==> src/rgu_defs.vh <==
// Constants for the reset generation unit: register map, fields, reset values
`ifndef RGU_DEFS_VH
`define RGU_DEFS_VH

`define RGU_ADDR_W          8
`define RGU_CNT_W           4
`define RGU_EVT_N           8

`define RGU_OFF_FUNC_THR    8'h00
`define RGU_OFF_DEST_THR    8'h04
`define RGU_OFF_EVT_DIS     8'h08
`define RGU_OFF_EVT_ALT     8'h0c
`define RGU_OFF_MODE_CTRL   8'h10
`define RGU_OFF_STATUS      8'h14

`define RGU_FUNC_THR_RST    4'hf
`define RGU_DEST_THR_RST    4'h0
`define RGU_EVT_DIS_RST     8'h00
`define RGU_EVT_ALT_RST     8'h00
`define RGU_MODE_RST        4'h0

`define RGU_MODE_LSB        0
`define RGU_MODE_W          4
`define RGU_MODE_FUNC_RESET 4'h0
`define RGU_MODE_DEST_RESET 4'hf

`define RGU_STAT_FCNT_LSB   0
`define RGU_STAT_DCNT_LSB   4
`define RGU_STAT_HOLD_BIT   8
`define RGU_STAT_LAST_BIT   9

`define RGU_RESP_OKAY       2'b00
`define RGU_RESP_SLVERR     2'b10

`endif

==> src/rgu_top.v <==
// Reset generation unit: AXI4-Lite registers, reset requests and escalation
//
// Summary of operation
// - Count functional resets between threshold register writes
// - Count at threshold turns functional into destructive
// - Clear count on software, destructive, power-on
// - Destructive counter starts disabled, nonzero threshold enables
// - Functional counter enabled from reset by default
// - Mode code all zeros requests functional reset
// - Mode code all ones requests destructive reset
// - Event with clear disable bit starts reset
// - Disabled event raises its alternative reaction instead
//
// Local design decisions: the register offsets and the AXI4-Lite register port.
`include "rgu_defs.vh"
`default_nettype none

module rgu_top
(
    input  wire                   aclk,
    input  wire                   aresetn,
    input  wire [`RGU_ADDR_W-1:0] s_axi_awaddr,
    input  wire [2:0]             s_axi_awprot,
    input  wire                   s_axi_awvalid,
    output wire                   s_axi_awready,
    input  wire [31:0]            s_axi_wdata,
    input  wire [3:0]             s_axi_wstrb,
    input  wire                   s_axi_wvalid,
    output wire                   s_axi_wready,
    output reg  [1:0]             s_axi_bresp,
    output reg                    s_axi_bvalid,
    input  wire                   s_axi_bready,
    input  wire [`RGU_ADDR_W-1:0] s_axi_araddr,
    input  wire [2:0]             s_axi_arprot,
    input  wire                   s_axi_arvalid,
    output wire                   s_axi_arready,
    output reg  [31:0]            s_axi_rdata,
    output reg  [1:0]             s_axi_rresp,
    output reg                    s_axi_rvalid,
    input  wire                   s_axi_rready,
    input  wire [`RGU_EVT_N-1:0]  crit_event,
    output reg                    func_reset_req,
    output reg                    dest_reset_req,
    output reg                    reset_hold,
    output reg  [`RGU_EVT_N-1:0]  alt_irq_req,
    output reg  [`RGU_EVT_N-1:0]  alt_safe_req,
    output reg  [`RGU_MODE_W-1:0] mode_target,
    output reg                    mode_change_req
);

    ////////////////////////////////////////////////////////////////////////
    // Register state

    reg  [`RGU_CNT_W-1:0]  functional_escalation_threshold;
    reg  [`RGU_CNT_W-1:0]  destructive_escalation_threshold;
    reg  [`RGU_EVT_N-1:0]  functional_event_reset_disable;
    reg  [`RGU_EVT_N-1:0]  functional_event_alternative_request;
    reg  [`RGU_MODE_W-1:0] mode_control_register;
    reg                    last_dest;

    reg                    aw_held;
    reg                    w_held;
    reg  [`RGU_ADDR_W-1:0] wr_addr;
    reg  [31:0]            wr_data;
    reg  [3:0]             wr_strb;

    wire [`RGU_CNT_W-1:0]  func_count;
    wire [`RGU_CNT_W-1:0]  dest_count;
    wire                   func_at_limit;
    wire                   dest_at_limit;

    // Address is one of the mapped aligned words
    function mapped;
        input [`RGU_ADDR_W-1:0] a;
        begin
            mapped = (a == `RGU_OFF_FUNC_THR) || (a == `RGU_OFF_DEST_THR) ||
                     (a == `RGU_OFF_EVT_DIS) || (a == `RGU_OFF_EVT_ALT) ||
                     (a == `RGU_OFF_MODE_CTRL) || (a == `RGU_OFF_STATUS);
        end
    endfunction

    ////////////////////////////////////////////////////////////////////////
    // Write channel

    assign s_axi_awready = !aw_held && !s_axi_bvalid;
    assign s_axi_wready  = !w_held && !s_axi_bvalid;

    wire commit   = aw_held && w_held && !s_axi_bvalid;
    wire lane0    = commit && wr_strb[0];
    wire wr_fthr  = lane0 && (wr_addr == `RGU_OFF_FUNC_THR);
    wire wr_dthr  = lane0 && (wr_addr == `RGU_OFF_DEST_THR);
    wire wr_dis   = lane0 && (wr_addr == `RGU_OFF_EVT_DIS);
    wire wr_alt   = lane0 && (wr_addr == `RGU_OFF_EVT_ALT);
    wire wr_mode  = lane0 && (wr_addr == `RGU_OFF_MODE_CTRL);
    wire [`RGU_MODE_W-1:0] wr_mode_val = wr_data[`RGU_MODE_LSB +: `RGU_MODE_W];

    always @(posedge aclk)
    begin
        if (!aresetn)
        begin
            aw_held      <= 1'b0;
            w_held       <= 1'b0;
            wr_addr      <= {`RGU_ADDR_W{1'b0}};
            wr_data      <= 32'h00000000;
            wr_strb      <= 4'h0;
            s_axi_bvalid <= 1'b0;
            s_axi_bresp  <= `RGU_RESP_OKAY;
        end
        else
        begin
            if (s_axi_awvalid && s_axi_awready)
            begin
                aw_held <= 1'b1;
                wr_addr <= s_axi_awaddr;
            end
            if (s_axi_wvalid && s_axi_wready)
            begin
                w_held  <= 1'b1;
                wr_data <= s_axi_wdata;
                wr_strb <= s_axi_wstrb;
            end
            if (commit)
            begin
                aw_held      <= 1'b0;
                w_held       <= 1'b0;
                s_axi_bvalid <= 1'b1;
                s_axi_bresp  <= mapped(wr_addr) ? `RGU_RESP_OKAY : `RGU_RESP_SLVERR;
            end
            else if (s_axi_bvalid && s_axi_bready)
            begin
                s_axi_bvalid <= 1'b0;
            end
        end
    end

    always @(posedge aclk)
    begin
        if (!aresetn)
        begin
            // Functional threshold nonzero, destructive zero
            functional_escalation_threshold      <= `RGU_FUNC_THR_RST;
            destructive_escalation_threshold     <= `RGU_DEST_THR_RST;
            functional_event_reset_disable       <= `RGU_EVT_DIS_RST;
            functional_event_alternative_request <= `RGU_EVT_ALT_RST;
            mode_control_register                <= `RGU_MODE_RST;
        end
        else
        begin
            if (wr_fthr)
                functional_escalation_threshold <= wr_data[`RGU_CNT_W-1:0];
            if (wr_dthr)
                destructive_escalation_threshold <= wr_data[`RGU_CNT_W-1:0];
            if (wr_dis)
                functional_event_reset_disable <= wr_data[`RGU_EVT_N-1:0];
            if (wr_alt)
                functional_event_alternative_request <= wr_data[`RGU_EVT_N-1:0];
            if (wr_mode)
                mode_control_register <= wr_mode_val;
        end
    end

    ////////////////////////////////////////////////////////////////////////
    // Read channel

    assign s_axi_arready = !s_axi_rvalid;

    always @(posedge aclk)
    begin
        if (!aresetn)
        begin
            s_axi_rvalid <= 1'b0;
            s_axi_rdata  <= 32'h00000000;
            s_axi_rresp  <= `RGU_RESP_OKAY;
        end
        else if (s_axi_arvalid && s_axi_arready)
        begin
            s_axi_rvalid <= 1'b1;
            s_axi_rresp  <= mapped(s_axi_araddr) ? `RGU_RESP_OKAY : `RGU_RESP_SLVERR;
            s_axi_rdata  <= 32'h00000000;
            case (s_axi_araddr)
                `RGU_OFF_FUNC_THR:
                    s_axi_rdata[`RGU_CNT_W-1:0] <= functional_escalation_threshold;
                `RGU_OFF_DEST_THR:
                    s_axi_rdata[`RGU_CNT_W-1:0] <= destructive_escalation_threshold;
                `RGU_OFF_EVT_DIS:
                    s_axi_rdata[`RGU_EVT_N-1:0] <= functional_event_reset_disable;
                `RGU_OFF_EVT_ALT:
                    s_axi_rdata[`RGU_EVT_N-1:0] <= functional_event_alternative_request;
                `RGU_OFF_MODE_CTRL:
                    s_axi_rdata[`RGU_MODE_W-1:0] <= mode_control_register;
                `RGU_OFF_STATUS:
                begin
                    s_axi_rdata[`RGU_STAT_FCNT_LSB +: `RGU_CNT_W] <= func_count;
                    s_axi_rdata[`RGU_STAT_DCNT_LSB +: `RGU_CNT_W] <= dest_count;
                    s_axi_rdata[`RGU_STAT_HOLD_BIT]               <= reset_hold;
                    s_axi_rdata[`RGU_STAT_LAST_BIT]               <= last_dest;
                end
                default:
                    s_axi_rdata <= 32'h00000000;
            endcase
        end
        else if (s_axi_rvalid && s_axi_rready)
        begin
            s_axi_rvalid <= 1'b0;
        end
    end

    ////////////////////////////////////////////////////////////////////////
    // Reset decision

    // Enabled events start a reset, disabled ones take their alternative
    wire [`RGU_EVT_N-1:0] evt_reset = crit_event & ~functional_event_reset_disable;
    wire [`RGU_EVT_N-1:0] evt_alt   = crit_event & functional_event_reset_disable;

    wire sw_func   = wr_mode && (wr_mode_val == `RGU_MODE_FUNC_RESET);
    wire sw_dest   = wr_mode && (wr_mode_val == `RGU_MODE_DEST_RESET);
    wire func_want = sw_func || (|evt_reset);

    // At the threshold a functional request escalates
    wire do_dest   = sw_dest || (func_want && func_at_limit);
    wire do_func   = func_want && !do_dest;

    always @(posedge aclk)
    begin
        if (!aresetn)
        begin
            func_reset_req  <= 1'b0;
            dest_reset_req  <= 1'b0;
            reset_hold      <= 1'b0;
            last_dest       <= 1'b0;
            alt_irq_req     <= {`RGU_EVT_N{1'b0}};
            alt_safe_req    <= {`RGU_EVT_N{1'b0}};
            mode_target     <= `RGU_MODE_RST;
            mode_change_req <= 1'b0;
        end
        else
        begin
            func_reset_req  <= do_func;
            dest_reset_req  <= do_dest;
            alt_irq_req     <= evt_alt & functional_event_alternative_request;
            alt_safe_req    <= evt_alt & ~functional_event_alternative_request;
            mode_change_req <= wr_mode && !sw_func && !sw_dest;
            if (wr_mode)
                mode_target <= wr_mode_val;
            if (do_dest || do_func)
                last_dest <= do_dest;
            // Destructive escalation holds the chip in reset
            if (do_dest && dest_at_limit)
                reset_hold <= 1'b1;
        end
    end

    ////////////////////////////////////////////////////////////////////////
    // Escalation counters

    // Threshold write clears, functional resets count, destructive clears
    rgu_esc_counter u_func_cnt
    (
        .aclk     (aclk),
        .aresetn  (aresetn),
        .clr      (wr_fthr || do_dest),
        .inc      (do_func),
        .thr      (functional_escalation_threshold),
        .count    (func_count),
        .at_limit (func_at_limit)
    );

    // Destructive resets count only while threshold nonzero
    rgu_esc_counter u_dest_cnt
    (
        .aclk     (aclk),
        .aresetn  (aresetn),
        .clr      (wr_dthr),
        .inc      (do_dest),
        .thr      (destructive_escalation_threshold),
        .count    (dest_count),
        .at_limit (dest_at_limit)
    );

endmodule // rgu_top

`default_nettype wire

==> src/rgu_esc_counter.v <==
// Escalation counter with threshold compare and enable by non-zero threshold
`include "rgu_defs.vh"
`default_nettype none

module rgu_esc_counter
(
    input  wire                   aclk,
    input  wire                   aresetn,
    input  wire                   clr,
    input  wire                   inc,
    input  wire [`RGU_CNT_W-1:0]  thr,
    output reg  [`RGU_CNT_W-1:0]  count,
    output wire                   at_limit
);

    // Zero threshold keeps the counter out of play
    assign at_limit = (thr != {`RGU_CNT_W{1'b0}}) && (count == thr);

    always @(posedge aclk)
    begin
        if (!aresetn)
        begin
            count <= {`RGU_CNT_W{1'b0}};
        end
        else if (inc && (thr != {`RGU_CNT_W{1'b0}}) && (count != thr))
        begin
            // A clear and an increment in the same cycle leave the count at one
            count <= clr ? {{(`RGU_CNT_W-1){1'b0}}, 1'b1} : count + 1'b1;
        end
        else if (clr)
        begin
            count <= {`RGU_CNT_W{1'b0}};
        end
    end

endmodule // rgu_esc_counter

`default_nettype wire

==> config.mk <==
export PLATFORM = sky130hd
export DESIGN_NAME = rgu_top
export DESIGN_NICKNAME = d
export VERILOG_FILES = /design/src/rgu_top.v /design/src/rgu_esc_counter.v
export VERILOG_INCLUDE_DIRS = /design/src
export SDC_FILE = /design/constraint.sdc
export NUM_CORES = 1
export LEC_CHECK = 0
export BUFFER_PORTS_ARGS = -buffer_cell sky130_fd_sc_hd__buf_2
export CAP_MARGIN = 20
export CORE_UTILIZATION = 35
export CTS_BUF_LIST = sky130_fd_sc_hd__clkbuf_2
export DETAILED_ROUTE_END_ITERATION = 8
export HOLD_SLACK_MARGIN = 0.05
export PLACE_DENSITY_LB_ADDON = 0.3
export SLEW_MARGIN = 30
export SYNTH_ARGS = -nofsm -noshare
export SYNTH_HDL_FRONTEND = slang
export SYNTH_SLANG_ARGS = --single-unit
==> constraint.sdc <==
create_clock -name aclk -period 1.8 [get_ports aclk]
set_input_delay 0.27 -clock aclk [delete_from_list [all_inputs] [get_ports aclk]]
set_output_delay 0.27 -clock aclk [all_outputs]
set_load 0.01 [all_outputs]
==> impl_metrics.ini, run 1 <==
[drt]
via_per_inst = 4.73
drt_iter0_drc = 112
ant_nets = 0
firstDrtPassIters = 4
drc = 0
vias = 3535
routed_wl_microns = 9970
wl_per_cell_microns = 13.3

[worst_setup_path]
crit_path_cell_trace = nor4_4 > buf_4 > nand4b_4 > buf_6 > nor4b_4 > buf_6 > mux2i_1 > nor2b_1
crit_fanout = 8
crit_top_cell = buf_6
rrSetupSlack_ns = -0.02
cp_slowest_cell = dfxtp_2
critPathArrivalTime_ns = 2.30
start_kind = register
critPathCaptureType = register
cp_slowest_stage_delay_ns = 0.38
path_class = register to register
critPathRequiredTime_ns = 2.28

[synthesis]
yosysTopAreaCellShare_pct = 43.6
synth_cell_types = 50
syn_avg_cell_area_sq_um = 9.02
seq_area_frac_synth_pct = 43.6
synthesis.area_sq_mm = 0.00413
synth-seq-cells = 90
synth_ff_type = dfxtp_1
yosysWarnings = 0
yosysTopAreaCell = dfxtp_1
synth_edf_count = 0
synthArstFlopShare_pct = 0
ys_top_cells_by_area = dfxtp_1 (44%), mux2i_1 (9.4%), nand2_1 (5.1%)
synthCells = 458

[power]
leakage_nw = 2.40
combinationalPowerShare_pct = 12.7
sw_frac_of_total_pct = 25.4
pwr-share-seq_pct = 53.8
p_switching_w = 0.000985
clockPowerShare_pct = 33.6
ir_drop_mv = 0.340
power.density_mw_per_mm2 = 707
internal_power_w = 0.00289

[placement]
gp_congestion = 0.852
portBuffers = 80
dp_slack_ns = -0.128
hpwl_microns = 7210

[floorplan]
ioPinCount = 138
initial_core_util_pct = 36.0
num_rows = 39
die_y_microns = 111
dieArea_sq_mm = 0.0122
fp.dieW_microns = 111
core-area_sq_mm = 0.0115

[clock_network]
clock-sinks = 90
clkTransAtPathRegs_ns = 0.25
cts_root_buf = clkbuf_2
tritoncts = done
clk_latency_ns = 0.57
htree_levels = 3
cts_made_buffers = 9
clk_path_buf_depth = 2

[global_routing]
grt_max_degree = 37
met3_usage_pct = 4.26
met2_usage_pct = 28.2
gr-usage-met1_pct = 19.6
grt_usage_pct = 16.4
overflow = 0
grt_first_pass_wirelength_microns = 16100
grt_antenna_before_repair = 0
grt_pass1_vias = 3309
grt-busiest-layer = met2

[sta]
setup_viol_count_final = 3
post-route-min-period_ns = 1.82
slew-limit-headroom_pct = 45.9
slew_violations = 0
fin_crit_sh_pct = 101
skew_ns = 0.0401
max_freq_ghz = 0.549
hold_viol = 0
rsz0062_at_grt = true
holdWs_ns = 0.148
fin_ws_ns = -0.0219
worst_slew_pin_slew_ns = 0.804

[layout]
finalNetCount = 675
fill_cells = 1101
num_antenna_cells = 0
syn2layout_area_growth_pct = 32.4
drive_gt1_share_pct = 28.8
final_util_pct = 47.7

[worst_hold_path]
min-delay-path-class = primary input to register

[status]
status = complete, but fails checks
failed_checks = negative setup slack

[flow_run]
drv_cap = 0
-- routing by layer --
metal  wire, microns  vias up
met5               0        -
met2            5070       75
met4              93        0
met3             376        8
met1            4430     1652
li1                -     1800
-- logic make-up (layout without fill, tap and decap cells) --
| kind of cell | count (synthesis) | count (layout) | share of synthesized area [%] |
|---|---|---|---|
| buf+inv | 60 | 183 | 7.81 |
| compound gates | 73 | 73 | 11.8 |
| xor+xnor | 9 | 9 | 1.91 |
| flops | 90 | 90 | 43.6 |
| fa+ha+maj | 2 | 2 | 0.605 |
| mux | 43 | 43 | 10.5 |
| simple gates | 180 | 180 | 23.7 |
| other cells | 1 | 24 | 0.0907 |
-- repair_timing --
action                                 in CTS  in global routing
resized for setup                          14                 21
hold buffers                               30                  1
setup endpoints to repair                  33                 36
buffers inserted                            2                  2
endpoints found under the hold margin      36                  1
pin swaps                                   3                 10
-- worst max-delay path: cells and delay by family (launching register included) --
kind,cells,cell delay [ns]
buffers and inverters,3,0.52
DFF,1,0.38
muxes,1,0.21
and+or+nand+nor,4,0.64
-- Yosys cell counts, drive strengths merged (5+ instances only) --
library cell and count:
clkbuf 17, a21oi 17, nand2 57, buf 29
mux2i 39, nand3 17, and2 5, a21boi 23
nor4 5, inv 14, dfxtp 90, nor2b 28
xnor2 5, o21ai 15, nand4b 5, nor2 33
nand2b 9
-- state kept, by name (all words and copies together), names as in the netlist, 4 cells and up --
name	flops
functional_event_reset_disable	8
u_dest_cnt.count	4
s_axi_rdata	10
alt_irq_req	8
alt_safe_req	8
destructive_escalation_threshold	4
mode_target	4
wr_addr	8
functional_escalation_threshold	4
wr_data	8
functional_event_alternative_request	8
u_func_cnt.count	4
-- final cells by class --
| type | instances | area (sq um) | area share, % |
|---|---|---|---|
| multi-input cells | 331 | 2210 | 40.4 |
| flip-flops and latches | 90 | 1810 | 33.2 |
| repair buffers | 154 | 1060 | 19.3 |
| well taps | 143 | 179 | 3.27 |
| clock inverters | 6 | 115 | 2.10 |
| inverters | 14 | 52.6 | 0.960 |
| clock buffers | 9 | 45.0 | 0.823 |
-- power groups by stage --
stage | Combinational [W] | Clock (W) | Sequential, W
after floorplan | 0.000262 | 0 | 0.00213
after global placement | 0.000400 | 0 | 0.00212
after detailed placement | 0.000406 | 0 | 0.00212
after CTS | 0.000472 | 0.00135 | 0.00208
after global routing | 0.000538 | 0.00144 | 0.00209
final | 0.000490 | 0.00130 | 0.00208
-- worst paths after layout --
| path | from | cells past startpoint | end |
|---|---|---|---|
| max | wr_addr[6]$_SDFFE_PN0P_ | 8 | functional_event_alternative_request[5]$_SDFFE_PN0P_ |
| min | s_axi_awvalid | 4 | wr_addr[2]$_SDFFE_PN0P_ |
| max reg2reg | wr_addr[6]$_SDFFE_PN0P_ | 8 | functional_event_alternative_request[5]$_SDFFE_PN0P_ |
| min reg2reg | functional_event_alternative_request[0]$_SDFFE_PN0P_ | 2 | alt_irq_req[0]$_SDFF_PN0_ |
-- cell usage in the layout, fill, tap and decap left out, types with 16 or more instances in the layout --
master	n
buf_2	80
nor2b_1	28
nor2_1	33
dfxtp_1	82
conb_1	24
mux2i_1	39
buf_4	37
nand2_1	55
nand3_1	17
dlygate4sd3_1	31
a21oi_1	16
a21boi_0	22
-- stage by stage --
stage,power (W),instance area [sq um],std cells,TNS (ns)
3_5_place_dp,0.00252,4830,697,-2.23
5_1_grt,0.00407,5470,747,-3.34
4_1_cts,0.00391,5370,744,-0.444
2_1_floorplan,0.00239,4230,481,-0.0727
3_3_place_gp,0.00252,4830,697,-1.36
6_report,0.00387,5470,747,-0.0359
Note: power is estimated with default switching activity, not from simulation.
==> inputs of run 2 (changes only) <==
--- a/config.mk
+++ b/config.mk
@@ -8,9 +8,11 @@
 export LEC_CHECK = 0
 export BUFFER_PORTS_ARGS = -buffer_cell sky130_fd_sc_hd__buf_2
 export CAP_MARGIN = 20
+export CORE_MARGIN = 2
 export CORE_UTILIZATION = 35
 export CTS_BUF_LIST = sky130_fd_sc_hd__clkbuf_2
 export DETAILED_ROUTE_END_ITERATION = 8
+export GPL_ROUTABILITY_DRIVEN = 1
 export HOLD_SLACK_MARGIN = 0.05
 export PLACE_DENSITY_LB_ADDON = 0.3
 export SLEW_MARGIN = 30
==> constraint.sdc (replaced) <==
create_clock -name aclk -period 2.3 [get_ports aclk]
set_input_delay 0.345 -clock aclk [delete_from_list [all_inputs] [get_ports aclk]]
set_output_delay 0.345 -clock aclk [all_outputs]
set_load 0.01 [all_outputs]
==> run 2 against run 1 <==
Net effect:
- the flow now finishes without violations
- routed wire length decreased by 1.3%
- highest routed layer unchanged
- final area decreased by 7.2%
- final cell count decreased by 4.7%
- critical path type unchanged
- flip-flop and latch count unchanged
==> impl_metrics.ini, run 2 (synthesis gave the netlist of run 1 again) <==
[drt]
drt_iter0_drc = 142
wl_per_cell_microns = 13.8
drc = 0
via_per_inst = 4.84
vias = 3449
routed_wl_microns = 9840
ant_nets = 0
firstDrtPassIters = 5

[clock_network]
clk_path_buf_depth = 2
clk_latency_ns = 0.58
cts_made_buffers = 9
cts_root_buf = clkbuf_2
clkTransAtPathRegs_ns = 0.24
clock-sinks = 90
tritoncts = done
htree_levels = 3

[sta]
max_freq_ghz = 0.475
tns_ns = 0
setup_viol_count_final = 0
worst_slew_pin_slew_ns = 0.746
slew-limit-headroom_pct = 49.5
skew_ns = 0.0437
rsz0062_at_grt = false
post-route-min-period_ns = 2.10
hold_viol = 0
slew_violations = 0
fin_crit_sh_pct = 91.5

[worst_setup_path]
r2r_start = s_axi_bvalid$_SDFFE_PN0P_
critPathArrivalTime_ns = 2.56
rrSetupSlack_ns = 0.20
rr_endpoint = u_dest_cnt.count[3]$_SDFFE_PN0P_
path_class = register to register
crit_fanout = 7
start_kind = register
rr_worst_depth = 6
critPathRequiredTime_ns = 2.76
critPathCaptureType = register

[power]
leakage_nw = 2.18
power.density_mw_per_mm2 = 602
ir_drop_mv = 0.245
p_total_w = 0.00306

[layout]
final_cell_mix = dfxtp_1 (90), buf_2 (80), nand2_1 (56)
finalNetCount = 640
largest_reg_flops = 10
syn2layout_area_growth_pct = 22.9
fill_cells = 1111
final_common_cell = dfxtp_1
drive_gt1_share_pct = 21.3
multi_input_area_sq_mm = 0.00211
regMostFlops = s_axi_rdata
num_antenna_cells = 0
final-seq-area_sq_mm = 0.00180

[flow_run]
drv_cap = 0

[placement]
portBuffers = 80
gp_congestion = 0.850
hpwl_microns = 7200

[floorplan]
dieArea_sq_mm = 0.0127
initial_core_util_pct = 36.0
fp.dieW_microns = 113
die_y_microns = 113
num_rows = 39
core-area_sq_mm = 0.0115
ioPinCount = 138

[status]
status = finished clean

[worst_hold_path]
min-delay-path-class = primary input to register
hold_path.startpoint = s_axi_araddr[4]
hold_end = s_axi_rresp[1]$_SDFFE_PN0P_
whs_path_depth = 3

[global_routing]
overflow = 0
grt_pass1_vias = 3354
grt_usage_pct = 15.8
grt_antenna_before_repair = 0
grt_first_pass_wirelength_microns = 16100
grt_max_degree = 35
[run 2: cell count changes in the layout (fill, tap and decap cells not counted), moves of 3 or more]
cell | previous run | this run
dlygate4sd3_1 | 31 | 28
dfxtp_1 | 82 | 90
dfxtp_2 | 7 | 0
buf_4 | 37 | 11
buf_6 | 6 | 0
[run 2: cell type report]
cell class	count	area share, %
multi-input cells	331	41.5
flip-flops and latches	90	35.5
repair buffers	119	15.0
well taps	143	3.52
clock inverters	5	2.51
inverters	14	1.03
clock buffers	10	0.985
[run 2: how the worst max path moves through the flow]
stage / start / endpoint / slack (ns) / cells after the start
finish: s_axi_bvalid$_SDFFE_PN0P_ / u_dest_cnt.count[3]$_SDFFE_PN0P_ / 0.20 / 6
global route: s_axi_bvalid$_SDFFE_PN0P_ / u_dest_cnt.count[3]$_SDFFE_PN0P_ / 0.04 / 6
CTS: s_axi_bvalid$_SDFFE_PN0P_ / u_dest_cnt.count[3]$_SDFFE_PN0P_ / 0.18 / 6
detailed placement: wr_addr[1]$_SDFFE_PN0P_ / u_dest_cnt.count[2]$_SDFFE_PN0P_ / 0.23 / 6
global placement: wr_addr[1]$_SDFFE_PN0P_ / u_dest_cnt.count[2]$_SDFFE_PN0P_ / 0.25 / 6
floorplan: wr_addr[1]$_SDFFE_PN0P_ / u_dest_cnt.count[2]$_SDFFE_PN0P_ / 0.46 / 7
[run 2: layer usage]
layer  wire length, microns  part of all wire, %  track usage, %
met2                   4850                   49            27.5
met1                   4440                   45            19.1
met5                      0                    0               0
met4                    165                  1.7            6.10
met3                    385                  3.9            3.02
[run 2: timing repair]
item / 4_1_cts / 5_1_grt
buffers inserted: 0 / 0
gates resized for setup: 0 / 0
hold buffers: 28 / 0
hold endpoints to repair: 35 / 0
[run 2: per-stage QoR]
step	hold slack [ns]	setup WS, ns	instances	utilization, %	area, sq um
after floorplan	0.425	0.460	481	-	4220
after global placement	0.447	0.248	669	40.3	4620
after detailed placement	0.450	0.225	669	40.3	4620
after CTS	0.107	0.181	712	44.3	5080
after global routing	0.106	0.0442	712	44.3	5080
final	0.133	0.196	712	44.3	5080
[run 2: worst max-delay path, stage by stage (launching register included)]
cell	delay [ns]
dfxtp_1	0.41
and3b_1	0.40
nand4b_4	0.18
or4_1	0.62
and2_4	0.25
nand2_1	0.07
mux2i_1	0.06
[run 2: where the power goes]
part           switching [W]  internal [W]
sequential         0.0000384       0.00160
clock               0.000533      0.000575
combinational       0.000166      0.000144
